$ cat config.mk
export PLATFORM = sky130hd
export DESIGN_NAME = ccpd_power_ctrl
export DESIGN_NICKNAME = d
export VERILOG_FILES = /design/src/ccpd_pkg.sv /design/src/ccpd_power_ctrl.sv /design/src/ccpd_pin_sync.sv /design/src/ccpd_quiet_timer.sv
export SDC_FILE = /design/constraint.sdc
export NUM_CORES = 1
export LEC_CHECK = 0
export BUFFER_PORTS_ARGS = -buffer_cell sky130_fd_sc_hd__buf_2
export CORE_MARGIN = 4
export CORE_UTILIZATION = 45
export CTS_CLUSTER_SIZE = 30
export DETAILED_ROUTE_END_ITERATION = 8
export GPL_TIMING_DRIVEN = 0
export SLEW_MARGIN = 10
export SYNTH_ARGS = -nofsm -noshare
export SYNTH_HDL_FRONTEND = slang
export SYNTH_HIERARCHICAL = 1
export SYNTH_SLANG_ARGS = --single-unit
$ cat constraint.sdc
create_clock -name clock -period 2 [get_ports clock]
set_input_delay 0.2 -clock clock [delete_from_list [all_inputs] [get_ports clock]]
set_output_delay 0.2 -clock clock [all_outputs]
set_load 0.01 [all_outputs]
$ cat src/ccpd_pkg.sv
package ccpd_pkg;

    // ************************************************************
    // sizes
    // ************************************************************
    localparam int NUM_CH = 4;
    localparam int DRV_PER_CH = 3;
    localparam int NUM_DRV = NUM_CH * DRV_PER_CH;
    localparam int ADDR_W = 12;
    localparam int DATA_W = 8;

    // ************************************************************
    // register offsets
    // ************************************************************
    localparam logic [11:0] REG_PLL_CFG = 12'h010;
    localparam logic [11:0] REG_DRV_BASE = 12'h0f0;
    localparam logic [11:0] REG_CH_BASE = 12'h192;
    localparam logic [11:0] REG_CH_STRIDE = 12'h003;
    localparam logic [11:0] REG_DIST_CFG = 12'h230;
    localparam logic [11:0] REG_UPDATE = 12'h232;
    localparam logic [11:0] REG_STATUS = 12'h3f0;
    localparam logic [11:0] REG_RELOAD = 12'hb02;

    // ************************************************************
    // field positions
    // ************************************************************
    localparam int PLL_MODE_LSB = 0;
    localparam int DIST_PD_BIT = 1;
    localparam int DRV_PD_BIT = 0;
    localparam int CH_PD_BIT = 2;
    localparam int UPDATE_BIT = 0;
    localparam int RELOAD_BIT = 1;
    localparam int ST_ASLEEP_BIT = 0;
    localparam int ST_PLL_OFF_BIT = 1;
    localparam int ST_RESTORE_BIT = 2;
    localparam int ST_QUIET_BIT = 3;

    // ************************************************************
    // reset values
    // ************************************************************
    localparam logic [7:0] PLL_CFG_RST = 8'h00;
    localparam logic [7:0] DRV_CFG_RST = 8'h00;
    localparam logic [7:0] CH_CFG_RST = 8'h00;
    localparam logic [7:0] DIST_CFG_RST = 8'h00;

    // ************************************************************
    // pll power-down modes
    // ************************************************************
    typedef enum logic [1:0] {
        CCPD_PLL_ON = 2'h0,
        CCPD_PLL_ASYNC_PD = 2'h1,
        CCPD_PLL_ON_ALT = 2'h2,
        CCPD_PLL_SYNC_PD = 2'h3
    } ccpd_pll_mode_t;

    typedef enum logic [1:0] {
        CCPD_RL_IDLE = 2'h0,
        CCPD_RL_LOAD = 2'h1,
        CCPD_RL_QUIET = 2'h3
    } ccpd_reload_state_t;

    // ************************************************************
    // timing
    // ************************************************************
    localparam int CLK_KHZ = 50000;
    localparam int RELOAD_QUIET_MS = 20;
    localparam int RELOAD_QUIET_CYC = RELOAD_QUIET_MS * CLK_KHZ;

endpackage : ccpd_pkg

$ cat src/ccpd_power_ctrl.sv
`timescale 1ns/10ps
module ccpd_power_ctrl
    import ccpd_pkg::*;
#(
    parameter int QUIET_CYCLES = RELOAD_QUIET_CYC
) (
    input wire logic clock,
    input wire logic resetn,
    input wire logic [ADDR_W-1:0] reg_addr,
    input wire logic [DATA_W-1:0] reg_wdata,
    input wire logic reg_wr,
    input wire logic reg_rd,
    output logic [DATA_W-1:0] reg_rdata,
    input wire logic sleep_pin_n,
    input wire logic nvm_sel_pin,
    input wire logic cp_event_pin,
    input wire logic [NUM_CH-1:0] ch_out_low_pin,
    input wire logic nvm_restore_done,
    output logic nvm_restore_req,
    output logic pll_off,
    output logic vco_off,
    output logic dist_bias_off,
    output logic [NUM_CH-1:0] div_off,
    output logic [NUM_DRV-1:0] drv_off,
    output logic outputs_quiet
);

    // ************************************************************
    // decode helpers
    // ************************************************************
    function automatic logic is_drv(input logic [ADDR_W-1:0] a, input int i);
        return a == (REG_DRV_BASE + ADDR_W'(i));
    endfunction : is_drv

    function automatic logic is_ch(input logic [ADDR_W-1:0] a, input int k);
        return a == (REG_CH_BASE + ADDR_W'(REG_CH_STRIDE * ADDR_W'(k)));
    endfunction : is_ch

    // ************************************************************
    // pin synchronisers
    // ************************************************************
    logic sleep_lvl;
    logic nvm_sel_lvl;
    logic cp_lvl;
    logic [NUM_CH-1:0] ch_low;
    logic cp_prev;
    logic cp_edge;

    ccpd_pin_sync #(
        .W(NUM_CH + 3),
        .RST_VAL({{NUM_CH{1'b0}}, 3'h4})
    ) u_sync (
        .clock(clock),
        .resetn(resetn),
        .pin_in({ch_out_low_pin, sleep_pin_n, nvm_sel_pin, cp_event_pin}),
        .level_out({ch_low, sleep_lvl, nvm_sel_lvl, cp_lvl})
    );

    assign cp_edge = cp_lvl && !cp_prev;

    // ************************************************************
    // written (buffered) and active registers
    // ************************************************************
    logic [7:0] buf_pll;
    logic [7:0] buf_dist;
    logic [7:0] buf_drv [NUM_DRV];
    logic [7:0] buf_ch [NUM_CH];
    logic [7:0] next_buf_pll;
    logic [7:0] next_buf_dist;
    logic [7:0] next_buf_drv [NUM_DRV];
    logic [7:0] next_buf_ch [NUM_CH];
    logic update_pend;
    logic next_update_pend;
    ccpd_pll_mode_t act_pll;
    ccpd_pll_mode_t next_act_pll;
    logic act_dist;
    logic next_act_dist;
    logic [NUM_DRV-1:0] act_drv_pd;
    logic [NUM_DRV-1:0] next_act_drv_pd;
    logic [NUM_CH-1:0] act_ch_pd;
    logic [NUM_CH-1:0] next_act_ch_pd;

    // writes stay legal in sleep; they land in the buffer and act on update
    always_comb begin
        next_buf_pll = buf_pll;
        next_buf_dist = buf_dist;
        next_buf_drv = buf_drv;
        next_buf_ch = buf_ch;
        next_update_pend = 1'b0;
        if (reg_wr) begin
            if (reg_addr == REG_PLL_CFG) begin
                next_buf_pll = reg_wdata;
            end else if (reg_addr == REG_DIST_CFG) begin
                next_buf_dist = reg_wdata;
            end else if (reg_addr == REG_UPDATE) begin
                next_update_pend = reg_wdata[UPDATE_BIT];
            end
            for (int i = 0; i < NUM_DRV; i++) begin
                if (is_drv(reg_addr, i)) begin
                    next_buf_drv[i] = reg_wdata;
                end
            end
            for (int k = 0; k < NUM_CH; k++) begin
                if (is_ch(reg_addr, k)) begin
                    next_buf_ch[k] = reg_wdata;
                end
            end
        end
    end

    always_comb begin
        next_act_pll = act_pll;
        next_act_dist = act_dist;
        next_act_drv_pd = act_drv_pd;
        next_act_ch_pd = act_ch_pd;
        if (update_pend) begin
            next_act_pll = ccpd_pll_mode_t'(buf_pll[PLL_MODE_LSB +: 2]);
            next_act_dist = buf_dist[DIST_PD_BIT];
            for (int i = 0; i < NUM_DRV; i++) begin
                next_act_drv_pd[i] = buf_drv[i][DRV_PD_BIT];
            end
            for (int k = 0; k < NUM_CH; k++) begin
                next_act_ch_pd[k] = buf_ch[k][CH_PD_BIT];
            end
        end
    end

    always_ff @(posedge clock) begin
        if (!resetn) begin
            buf_pll <= PLL_CFG_RST;
            buf_dist <= DIST_CFG_RST;
            for (int i = 0; i < NUM_DRV; i++) begin
                buf_drv[i] <= DRV_CFG_RST;
            end
            for (int k = 0; k < NUM_CH; k++) begin
                buf_ch[k] <= CH_CFG_RST;
            end
            update_pend <= 1'b0;
            act_pll <= CCPD_PLL_ON;
            act_dist <= 1'b0;
            act_drv_pd <= '0;
            act_ch_pd <= '0;
        end else begin
            buf_pll <= next_buf_pll;
            buf_dist <= next_buf_dist;
            buf_drv <= next_buf_drv;
            buf_ch <= next_buf_ch;
            update_pend <= next_update_pend;
            act_pll <= next_act_pll;
            act_dist <= next_act_dist;
            act_drv_pd <= next_act_drv_pd;
            act_ch_pd <= next_act_ch_pd;
        end
    end

    // ************************************************************
    // pll power-down
    // ************************************************************
    logic pll_wait;
    logic pll_sync_off;
    logic next_pll_wait;
    logic next_pll_sync_off;
    logic asleep;

    assign asleep = !sleep_lvl;

    always_comb begin
        next_pll_wait = pll_wait;
        next_pll_sync_off = pll_sync_off;
        if (update_pend) begin
            // a fresh synchronous-mode update re-arms the wait or keeps an already-off pll off; other modes clear both
            next_pll_wait = (buf_pll[PLL_MODE_LSB +: 2] == CCPD_PLL_SYNC_PD) && !pll_sync_off;
            next_pll_sync_off = (buf_pll[PLL_MODE_LSB +: 2] == CCPD_PLL_SYNC_PD) && pll_sync_off;
        end else if (pll_wait && cp_edge) begin
            next_pll_wait = 1'b0;
            next_pll_sync_off = 1'b1;
        end
    end

    always_ff @(posedge clock) begin
        if (!resetn) begin
            pll_wait <= 1'b0;
            pll_sync_off <= 1'b0;
            cp_prev <= 1'b0;
        end else begin
            pll_wait <= next_pll_wait;
            pll_sync_off <= next_pll_sync_off;
            cp_prev <= cp_lvl;
        end
    end

    // ************************************************************
    // reload from nonvolatile memory
    // ************************************************************
    ccpd_reload_state_t rl_state;
    ccpd_reload_state_t next_rl_state;
    logic reload_bit;
    logic next_reload_bit;
    logic quiet_start;
    logic quiet_busy;

    always_comb begin
        next_rl_state = rl_state;
        next_reload_bit = reload_bit;
        quiet_start = 1'b0;
        case (rl_state)
            CCPD_RL_IDLE: begin
                if (reload_bit) begin
                    next_rl_state = CCPD_RL_LOAD;
                end
            end
            CCPD_RL_LOAD: begin
                if (nvm_restore_done) begin
                    next_reload_bit = 1'b0;
                    quiet_start = 1'b1;
                    next_rl_state = CCPD_RL_QUIET;
                end
            end
            CCPD_RL_QUIET: begin
                if (!quiet_busy && !quiet_start) begin
                    next_rl_state = CCPD_RL_IDLE;
                end
            end
            default: begin
                next_rl_state = CCPD_RL_IDLE;
            end
        endcase
        // a new request beside the self-clear wins over the clear
        if (reg_wr && reg_addr == REG_RELOAD && reg_wdata[RELOAD_BIT] && !nvm_sel_lvl) begin
            next_reload_bit = 1'b1;
        end
    end

    always_ff @(posedge clock) begin
        if (!resetn) begin
            rl_state <= CCPD_RL_IDLE;
            reload_bit <= 1'b0;
        end else begin
            rl_state <= next_rl_state;
            reload_bit <= next_reload_bit;
        end
    end

    ccpd_quiet_timer #(
        .CYCLES(QUIET_CYCLES)
    ) u_quiet (
        .clock(clock),
        .resetn(resetn),
        .start(quiet_start),
        .busy(quiet_busy)
    );

    // ************************************************************
    // divider and driver gating, changed only at a low output phase
    // ************************************************************
    logic quiet_now;
    logic [NUM_CH-1:0] want_div_off;
    logic [NUM_DRV-1:0] want_drv_off;
    logic [NUM_CH-1:0] next_div_off;
    logic [NUM_DRV-1:0] next_drv_off;

    assign quiet_now = (rl_state != CCPD_RL_IDLE);

    always_comb begin
        for (int k = 0; k < NUM_CH; k++) begin
            want_div_off[k] = act_ch_pd[k] || asleep;
        end
        for (int i = 0; i < NUM_DRV; i++) begin
            // channel off or sleep overrides the driver's own bit
            want_drv_off[i] = act_drv_pd[i] || want_div_off[i / DRV_PER_CH] || quiet_now;
        end
        next_div_off = div_off;
        next_drv_off = drv_off;
        for (int k = 0; k < NUM_CH; k++) begin
            if (ch_low[k]) begin
                next_div_off[k] = want_div_off[k];
                next_drv_off[k*DRV_PER_CH +: DRV_PER_CH] = want_drv_off[k*DRV_PER_CH +: DRV_PER_CH];
            end
        end
    end

    always_ff @(posedge clock) begin
        if (!resetn) begin
            div_off <= '0;
            drv_off <= '0;
            pll_off <= 1'b0;
            vco_off <= 1'b0;
            dist_bias_off <= 1'b0;
            outputs_quiet <= 1'b0;
            nvm_restore_req <= 1'b0;
        end else begin
            div_off <= next_div_off;
            drv_off <= next_drv_off;
            // sleep and asynchronous mode act at once, not at a pump event
            pll_off <= asleep || (act_pll == CCPD_PLL_ASYNC_PD) || pll_sync_off;
            vco_off <= asleep;
            dist_bias_off <= act_dist;
            outputs_quiet <= quiet_now;
            nvm_restore_req <= (next_rl_state == CCPD_RL_LOAD);
        end
    end

    // ************************************************************
    // read back
    // ************************************************************
    logic [7:0] rd_val;
    logic [7:0] next_rdata;

    always_comb begin
        rd_val = 8'h00;
        if (reg_addr == REG_PLL_CFG) begin
            rd_val = buf_pll;
        end else if (reg_addr == REG_DIST_CFG) begin
            rd_val = buf_dist;
        end else if (reg_addr == REG_RELOAD) begin
            rd_val = 8'(reload_bit) << RELOAD_BIT;
        end else if (reg_addr == REG_STATUS) begin
            rd_val[ST_ASLEEP_BIT] = asleep;
            rd_val[ST_PLL_OFF_BIT] = pll_off;
            rd_val[ST_RESTORE_BIT] = (rl_state == CCPD_RL_LOAD);
            rd_val[ST_QUIET_BIT] = quiet_now;
        end
        for (int i = 0; i < NUM_DRV; i++) begin
            if (is_drv(reg_addr, i)) begin
                rd_val = buf_drv[i];
            end
        end
        for (int k = 0; k < NUM_CH; k++) begin
            if (is_ch(reg_addr, k)) begin
                rd_val = buf_ch[k];
            end
        end
        next_rdata = reg_rd ? rd_val : 8'h00;
    end

    always_ff @(posedge clock) begin
        if (!resetn) begin
            reg_rdata <= 8'h00;
        end else begin
            reg_rdata <= next_rdata;
        end
    end

endmodule : ccpd_power_ctrl

$ cat src/ccpd_pin_sync.sv
`timescale 1ns/10ps
module ccpd_pin_sync #(
    parameter int W = 1,
    parameter logic [W-1:0] RST_VAL = '0
) (
    input wire logic clock,
    input wire logic resetn,
    input wire logic [W-1:0] pin_in,
    output logic [W-1:0] level_out
);
    logic [W-1:0] s1;
    logic [W-1:0] s2;
    logic [W-1:0] s3;
    logic [W-1:0] next_level;

    always_comb begin
        next_level = level_out;
        for (int i = 0; i < W; i++) begin
            // accept a change only once the two later stages agree
            if (s2[i] == s3[i]) begin
                next_level[i] = s3[i];
            end
        end
    end

    always_ff @(posedge clock) begin
        if (!resetn) begin
            s1 <= RST_VAL;
            s2 <= RST_VAL;
            s3 <= RST_VAL;
            level_out <= RST_VAL;
        end else begin
            s1 <= pin_in;
            s2 <= s1;
            s3 <= s2;
            level_out <= next_level;
        end
    end
endmodule : ccpd_pin_sync

$ cat src/ccpd_quiet_timer.sv
`timescale 1ns/10ps
module ccpd_quiet_timer #(
    parameter int CYCLES = 1000000
) (
    input wire logic clock,
    input wire logic resetn,
    input wire logic start,
    output logic busy
);
    localparam int CW = $clog2(CYCLES + 1);
    localparam logic [CW-1:0] LOAD_VAL = CW'(CYCLES);

    logic [CW-1:0] count;
    logic [CW-1:0] next_count;

    always_comb begin
        next_count = count;
        if (start) begin
            next_count = LOAD_VAL;
        end else if (count != '0) begin
            next_count = count - CW'(1);
        end
    end

    assign busy = (count != '0);

    always_ff @(posedge clock) begin
        if (!resetn) begin
            count <= '0;
        end else begin
            count <= next_count;
        end
    end
endmodule : ccpd_quiet_timer

==> results of run 1 <==
-- critical path: cells and delay by family --
kind                   cells  cell delay (ns)
buffers and inverters      4             1.04
AO/OA/AOI/OAI              4             0.98
AND/OR/NAND/NOR            1             0.15
-- registers in the layout, summed over array words and instances (netlist names), 2 cells and up --
name / count
buf_drv: 96
buf_ch: 32
u_quiet/count: 20
act_drv_pd: 12
drv_off: 12
buf_dist: 8
buf_pll: 8
reg_rdata: 8
u_sync/level_out: 7
u_sync/s1: 7
u_sync/s2: 7
u_sync/s3: 7
act_ch_pd: 4
div_off: 4
act_pll: 2
rl_state: 2
-- placed cells by master (no fill, tap or decap), drive strengths merged, types with 5 or more instances in the layout --
| cell type | instances |
|---|---|
| a221oi | 8 |
| or3 | 7 |
| nor3b | 5 |
| and3 | 10 |
| clkinv | 7 |
| a31oi | 9 |
| nor2 | 137 |
| a21oi | 133 |
| o31a | 7 |
| clkbuf | 101 |
| nand4 | 9 |
| o21ai | 56 |
| nand3b | 5 |
| nand2 | 207 |
| nand3 | 30 |
| nor4 | 14 |
| o22ai | 8 |
| buf | 97 |
| mux2i | 95 |
| nor2b | 9 |
| inv | 15 |
| nand2b | 16 |
| or4 | 11 |
| dfxtp | 247 |
| and2 | 25 |
| dlygate4sd3 | 8 |
| a22oi | 8 |
| a21boi | 9 |
| nor3 | 29 |
| a32oi | 7 |
| mux2 | 9 |
-- where the power goes --
part | total (uW) | leakage [uW] | internal [uW] | switching, uW
logic | 2650 | 0.00248 | 1090 | 1560
registers | 5290 | 0.00200 | 5100 | 198
clock network | 5080 | 0.000437 | 2940 | 2140
total | 13000 | 0.00491 | 9130 | 3900
-- stage by stage --
stage | hold WS [ns] | setup TNS (ns) | setup slack, ns
finish | 0.01866 | 0 | 0.01690
global route | 0.03926 | -0.05960 | -0.02394
detailed placement | 0.3948 | -85.92 | -1.162
CTS | 0.003241 | -0.006141 | -0.006141
global placement | 0.3906 | -87.16 | -1.151
floorplan | 0.2730 | 0 | 0.02939
-- cell type report --
class | count | area share (%)
Buffer | 94 | 3.338
Clock buffer | 37 | 5.902
Clock inverter | 13 | 1.084
Inverter | 15 | 0.4451
Multi-Input combinational cell | 941 | 44.32
Sequential cell | 247 | 38.33
Tap cell | 319 | 3.087
Timing Repair Buffer | 75 | 3.503
-- kinds of logic after synthesis --
logic type               count (synthesis)  share of synthesized area, %
flip-flops                             247                         45.07
AND/OR/NAND/NOR                        536                         23.79
adder cells (fa/ha/maj)                  1                        0.1140
multiplexers                           105                         9.796
AO/OA/AOI/OAI                          299                         16.86
buffers and inverters                  113                         4.379
-- what timing repair did --
item                                   CTS  global route
setup buffers                            9             6
resized for setup                       35            33
endpoints found under the hold margin   10             0
hold buffers                             8             0
setup endpoints to repair               94            88
pin swaps                                8             4
gates cloned                             0             0
-- path summary, 6_finish.rpt --
path,slack (ns),to,startpoint,depth (start not counted)
max,0.02,reg_rdata[1],reg_addr[1],9
min reg2reg,0.41,u_sync/s2[2],u_sync/s1[2],1
max reg2reg,0.03,reg_rdata[1],buf_dist[1],6
min,0.02,u_sync/s2[2],resetn,2
-- routing by layer --
layer  global-route usage [%]  vias to the layer above
li1                         -                     4805
met1                    41.93                     4907
met2                    43.28                      489
met3                    5.169                       89
met4                    8.616                        0
met5                        0                        -
==> run_results.csv, run 1 <==
group,metric,value,unit
placed_design,place_area,11640,sq um
pwr,p_leak,0.004911,uW
route,wl_met2,16800,um
critical_path,slowest_delay,0.34,ns
die,initial_core_util,46.19,%
critical_path,worstSetupPathType,"in2reg",
sta,setup_viol,0,
route,routed_wl,38780,um
clocking,htreeDepth,1,
placed_design,port_buffers,52,
route,wl_per_cell,22.27,um
pwr,finalPower,13030,uW
route,drt_iter0_drc,1234,
global_routing,track_usage,28.73,%
die,die_y,164.1,um
yosys,synth_area,10970,sq um
clocking,worstSkewPairLatency,0.56,ns
critical_path,arrival,2.39,ns
critical_path,cp.required,2.41,ns
status,status,"finished clean",
sta,worst_pin_slew,0.9872,ns
sta,clock_skew,0.01077,ns
yosys,yosysTopAreaCell,"dfxtp_1",
yosys,synth-edff-count,0,
sta,fin_crit_sh,99.16,%
layout,layout.cells.non_filler,1741,
clocking,clkSinkCount,247,
yosys,ys.flop_type,"dfxtp_1",
global_routing,grt_overflow_total,0,
route,firstDrtPassIters,5,
clocking,path_clk_slew,0.06,ns
sta,fmaxAchievable,0.5043,GHz
sta,slew_viol_final,0,
yosys,synthTopCellsByArea,"dfxtp_1, mux2i_1, nand2_1",
yosys,syn_inst,1301,
die,ios,61,
layout,design_area,12930,sq um
die,num_rows,56,
global_routing,grt_pass1_vias,9671,
global_routing,grt_start_max_net_pins,18,
route,num_vias,10290,
global_routing,antenna_found_initial,0,
die,die_x,164.1,um
layout,fin_nets,1434,
route,wl_met1,17180,um
placed_design,dp_cells,1672,
critical_path,cp_common_cell,"buf_2",
layout,seqCellArea,4956,sq um
yosys,ys_ff_latch,247,
critical_path,start_kind,"input port",
critical_path,end_kind,"flip-flop",
critical_path,cpMaxStageDelayCell,"clkbuf_4",
global_routing,grt_pass1_wl,59440,um
sta,relSlewSlack,34.18,%
yosys,netlist.area_leader.share,45.07,%
yosys,synth_commonest_cells,"dfxtp_1, nand2_1, nor2_1",
yosys,syn_area_per_cell,8.433,sq um
pwr,peakVddDrop,0.7918,mV
yosys,yosysUniqueCellTypes,84,
route,top_layer_used,"met4",
clocking,cts_buffers,27,
placed_design,gp_congestion,1.001,
clocking,cts_root_buf,"clkbuf_16",
sta,rsz0062_at_grt,"yes",
die,core,23750,sq um
yosys,syn_nets,1334,
critical_path,path_cells,"buf_2 -> buf_2 -> clkbuf_4 -> buf_2 -> nand2_1 -> o221ai_1 -> o21ai_0 -> a221oi_4 -> o32ai_2",
run,maxCapViolCount,0,
layout,n_antenna_cell,0,
yosys,async_reset_ff_share,0,%
yosys,synth.most_common_cell,"dfxtp_1",
sta,finalHoldViolations,0,
clocking,cts_tree,"done",
layout,fillers,2285,
sta,finalCriticalPeriod,1.983,ns
layout,drive_above_1_share,15.47,%
layout,syn2layout_area_growth,17.86,%
layout,multi_input_area,5731,sq um
layout,fin_util,54.44,%
yosys,yosysSeqAreaShare,45.07,%
die,die_area,26940,sq um
route,final_antenna_net_count,0,
pwr,p_per_area,1007,nW/um^2
route,drcViolationCount,0,
min_path,hold_class,"in2reg",
yosys,yosysWarningCount,6,
route,wl_met3,3580,um
placed_design,hpwlAfterDp,27070,um
route,routed_via_density,5.910,
clocking,cts_max_path_buffers,3,
critical_path,worst-path-max-fanout,10,
No activity file was read; power rests on OpenSTA's default activity.
==> run 2, diff against run 1 <==
BUFFER_PORTS_ARGS = -buffer_cell sky130_fd_sc_hd__buf_4   (was -buffer_cell sky130_fd_sc_hd__buf_2)
SETUP_SLACK_MARGIN = 0.2   (was unset)
==> run_results.csv, run 2 (synthesis results as in run 1) <==
group,metric,value,unit
route,firstDrtPassIters,5,
placed_design,place_ws,-1.031,ns
sta,fin_ws,0.01905,ns
pwr,p_per_area,1022,nW/um^2
layout,fin_util,56.57,%
layout,seqCellArea,4966,sq um
status,status,"finished clean",
sta,finalHoldViolations,0,
layout,n_antenna_cell,0,
clocking,cts_root_buf,"clkbuf_16",
die,die_x,164.1,um
sta,relSlewSlack,32.75,%
sta,worst_pin_slew,1.009,ns
die,ios,61,
placed_design,gp_congestion,1.011,
layout,top_regs,"buf_drv x96, buf_ch x32, u_quiet/count x20",
die,die_area,26940,sq um
pwr,peakVddDrop,0.9105,mV
placed_design,hpwlAfterDp,26780,um
die,core,23750,sq um
critical_path,arrival,2.46,ns
critical_path,end_kind,"flip-flop",
global_routing,grt_overflow_total,0,
min_path,hold_start,"resetn",
global_routing,track_usage,28.52,%
clocking,cts_tree,"done",
route,wl_per_cell,22.13,um
route,routed_wl,38820,um
global_routing,grt_pass1_wl,59370,um
layout,fillers,2202,
critical_path,r2r_cells,5,
min_path,hold_class,"in2reg",
min_path,holdPathStages,2,
route,drt_iter0_drc,1291,
layout,final_cell_mix,"dfxtp_1, nand2_1, nor2_1",
sta,fin_crit_sh,99.05,%
sta,clock_skew,0.01776,ns
route,num_vias,10320,
sta,fmaxAchievable,0.5048,GHz
global_routing,grt_pass1_vias,9729,
run,maxCapViolCount,0,
critical_path,worstSetupPathType,"reg2reg",
layout,fin_nets,1448,
critical_path,start_kind,"flip-flop",
pwr,finalPower,13730,uW
critical_path,worst-path-max-fanout,8,
global_routing,grt_start_max_net_pins,18,
critical_path,reg2reg_from,"u_quiet/count[5]",
layout,syn2layout_area_growth,22.47,%
sta,rsz0062_at_grt,"yes",
critical_path,ff2ff_setup_slack,0.02,ns
die,die_y,164.1,um
sta,finalCriticalPeriod,1.981,ns
clocking,cts_max_path_buffers,3,
layout,final_common_cell,"dfxtp_1",
clocking,worstSkewPairLatency,0.55,ns
layout,multi_input_area,5868,sq um
layout,largest_reg_flops,96,
layout,largest_register,"buf_drv",
layout,design_area,13440,sq um
clocking,path_clk_slew,0.06,ns
critical_path,cp.required,2.48,ns
global_routing,antenna_found_initial,0,
placed_design,place_area,11840,sq um
clocking,cts_buffers,27,
route,routed_via_density,5.882,
route,drcViolationCount,0,
die,initial_core_util,46.19,%
die,num_rows,56,
critical_path,cp-startpoint,"u_quiet/count[5]",
sta,setup_viol,0,
clocking,htreeDepth,1,
placed_design,port_buffers,52,
pwr,p_leak,0.005122,uW
route,final_antenna_net_count,0,
sta,slew_viol_final,0,
clocking,clkSinkCount,247,
layout,drive_above_1_share,18.54,%
[run 2: cell count changes in the layout (fill, tap and decap cells not counted), moves of 3 or more]
cell        change
dfxtp_2         +5
clkbuf_1        -9
buf_6           +9
clkbuf_4        +3
buf_4          +57
buf_2          -56
clkbuf_2        +8
clkinvlp_4      -3
dfxtp_1         -6
[run 2: timing repair]
| item | in CTS | in global routing |
|---|---|---|
| gates resized for setup | 53 | 67 |
| hold endpoints to repair | 10 | 0 |
| setup buffers | 17 | 6 |
| setup endpoints to repair | 138 | 117 |
| pin swaps | 15 | 17 |
| hold buffers | 10 | 0 |
[run 2: layout make-up]
| class | count | area share (%) |
|---|---|---|
| Multi-Input combinational cell | 941 | 43.67 |
| Inverter | 15 | 0.4283 |
| Clock inverter | 11 | 1.313 |
| Tap cell | 319 | 2.970 |
| Timing Repair Buffer | 85 | 4.991 |
| Sequential cell | 247 | 36.96 |
| Clock buffer | 38 | 5.857 |
| Buffer | 98 | 3.809 |
[run 2: final timing paths]
path / end
setup / recovery: u_quiet/count[15]
hold / removal: u_sync/level_out[6]
setup reg to reg: u_quiet/count[15]
hold reg to reg: u_sync/s2[2]
[run 2: report_power, final]
group | internal [uW] | total [uW] | switching, uW
registers | 5100 | 5310 | 200
clock network | 3270 | 5390 | 2120
logic | 1370 | 3040 | 1660
[run 2: per-stage QoR]
| step | cells | TNS, ns | hold slack (ns) |
|---|---|---|---|
| 2_1_floorplan | 1301 | 0 | 0.2730 |
| 3_3_place_gp | 1672 | -70.82 | 0.3865 |
| 3_5_place_dp | 1672 | -68.25 | 0.3939 |
| 4_1_cts | 1748 | 0 | 0.009450 |
| 5_1_grt | 1754 | -0.02632 | 0.01973 |
| 6_report | 1754 | 0 | 0.02658 |
[run 2: critical path, cell delays in order (launching register included)]
cell and delay, ns:
dfxtp_4 0.35, or4_4 0.51, or3_4 0.38, buf_6 0.14, or4_4 0.41, a21oi_2 0.12
[run 2: layer usage]
metal  up-vias  track usage (%)  wire length, um
met4         0            8.883             1403
met2       499            43.13            16700
met1      4894            41.87            17370
met3        90            4.291             3340
li1       4834                -                -
met5         -                0                0
==> run 3, diff against run 2 <==
CORE_ASPECT_RATIO = 0.9   (was unset)
PLACE_DENSITY = 0.6   (was unset)
==> run_results.csv, run 3 (synthesis results as in run 1) <==
group,metric,value,unit
status,status,"finished clean",
sta,clock_skew,0.01086,ns
die,die_x,172.6,um
layout,design_area,13630,sq um
critical_path,reg2reg_from,"u_quiet/count[3]",
layout,largest_reg_flops,96,
critical_path,worstSetupPathType,"reg2reg",
placed_design,hpwlAfterDp,27470,um
layout,fillers,2181,
route,num_vias,10580,
global_routing,grt_pass1_wl,60030,um
pwr,p_clk_share,35.9,%
layout,drive_above_1_share,19.96,%
layout,largest_register,"buf_drv",
sta,timing.setup.tns,0,ns
layout,layout.cells.non_filler,1750,
pwr,peakVddDrop,0.8908,mV
layout,fin_util,57.58,%
critical_path,start_kind,"flip-flop",
route,wl_per_cell,23.28,um
clocking,path_clk_slew,0.06,ns
clocking,htreeDepth,1,
clocking,cts_tree,"done",
critical_path,end_kind,"flip-flop",
sta,finalHoldViolations,0,
critical_path,cp.required,2.47,ns
clocking,cts_buffers,26,
pwr,p_per_area,1041,nW/um^2
route,routed_wl,40740,um
placed_design,place_area,11810,sq um
route,final_antenna_net_count,0,
clocking,clkSinkCount,247,
placed_design,dp_cells,1655,
sta,fmaxAchievable,0.5008,GHz
clocking,cts_max_path_buffers,3,
die,core,23670,sq um
pwr,p_switching,4250,uW
critical_path,worst-path-max-fanout,7,
min_path,holdPathStages,2,
critical_path,arrival,2.47,ns
global_routing,grt_pass1_vias,9785,
sta,rsz0062_at_grt,"yes",
layout,syn2layout_area_growth,24.23,%
die,initial_core_util,46.35,%
sta,fin_crit_sh,99.83,%
clocking,cts_root_buf,"clkbuf_16",
min_path,hold_start,"resetn",
critical_path,r2r_cells,5,
sta,setup_viol,0,
die,die_area,26950,sq um
layout,multi_input_area,5962,sq um
global_routing,antenna_found_initial,0,
layout,fin_nets,1462,
global_routing,track_usage,28.60,%
pwr,swShare,29.95,%
route,routed_via_density,6.043,
layout,final_cell_mix,"dfxtp_1, nand2_1, nor2_1, a21oi_1, mux2i_1",
layout,final_common_cell,"dfxtp_1",
critical_path,ff2ff_setup_slack,0.003,ns
placed_design,gp_congestion,0.9894,
route,firstDrtPassIters,8,
sta,worst_pin_slew,1.059,ns
min_path,hold_class,"in2reg",
run,maxCapViolCount,0,
placed_design,port_buffers,52,
layout,top_regs,"buf_drv x96, buf_ch x32, u_quiet/count x20",
clocking,worstSkewPairLatency,0.55,ns
min_path,min_to,"u_sync/level_out[5]",
pwr,power_frac_comb,26.5,%
sta,slew_viol_final,0,
route,drt_iter0_drc,1222,
global_routing,grt_overflow_total,0,
sta,relSlewSlack,29.42,%
die,die_y,156.1,um
die,ios,61,
layout,seqCellArea,4974,sq um
critical_path,rr_endpoint,"u_quiet/count[15]",
die,num_rows,53,
sta,finalCriticalPeriod,1.997,ns
global_routing,grt_start_max_net_pins,18,
pwr,p_leak,0.005225,uW
pwr,p_int,9942,uW
route,drcViolationCount,0,
pwr,p_seq_share,37.6,%
layout,n_antenna_cell,0,
[run 3: layout make-up]
| class | instances | share of cell area, % |
|---|---|---|
| Multi-Input combinational cell | 941 | 43.74 |
| Inverter | 15 | 0.4406 |
| Timing Repair Buffer | 100 | 5.967 |
| Buffer | 98 | 4.021 |
| Tap cell | 302 | 2.772 |
| Sequential cell | 247 | 36.49 |
| Clock buffer | 36 | 5.489 |
| Clock inverter | 11 | 1.083 |
[run 3: through the flow]
step                hold slack (ns)  setup slack [ns]  power [uW]
detailed placement           0.3959            -1.075        7638
CTS                         0.01514          0.008075       13260
global placement             0.3918            -1.110        7613
finish                      0.02232          0.003368       14190
global route                0.02879          -0.03715       14690
floorplan                    0.2730           0.07700        7017
[run 3: how the worst max path moves through the flow]
stage	start	to	slack, ns	depth (start not counted)
3_5_place_dp	reg_addr[1]	reg_rdata[3]	-1.07	9
6_report	u_quiet/count[3]	u_quiet/count[15]	0.003	5
4_1_cts	reg_addr[2]	reg_rdata[3]	0.008	8
3_3_place_gp	reg_addr[1]	reg_rdata[3]	-1.11	9
5_1_grt	u_quiet/count[3]	u_quiet/count[15]	-0.04	5
2_1_floorplan	u_quiet/count[3]	u_quiet/count[15]	0.08	5
[run 3: repair_timing]
action / in CTS / in global routing
hold endpoints to repair: 10 / 0
hold buffers: 10 / 0
setup buffers: 18 / 20
gates resized for setup: 71 / 84
endpoints found under the setup margin: 133 / 130
pin swaps: 18 / 36
[run 3: power by group through the flow]
stage               sequential, uW  clock, uW  combinational, uW
finish                        5330       5100               3760
CTS                           5290       5140               2840
global placement              5370          0               2250
detailed placement            5380          0               2260
floorplan                     5330          0               1690
global route                  5350       5340               4000
[run 3: critical path: stages (launching register included)]
cell	delay, ns
dfxtp_4	0.35
or4_4	0.54
or3_4	0.39
buf_8	0.14
or4_1	0.39
a21oi_1	0.13
[run 3: metal layers]
metal  vias up  GRT usage, %  part of all wire, %
li1       4865             -                    -
met1      5100         41.50                   45
met2       516         43.34                   43
met3        94         5.355                  8.9
met4         0         9.084                  3.6
met5         -             0                    0
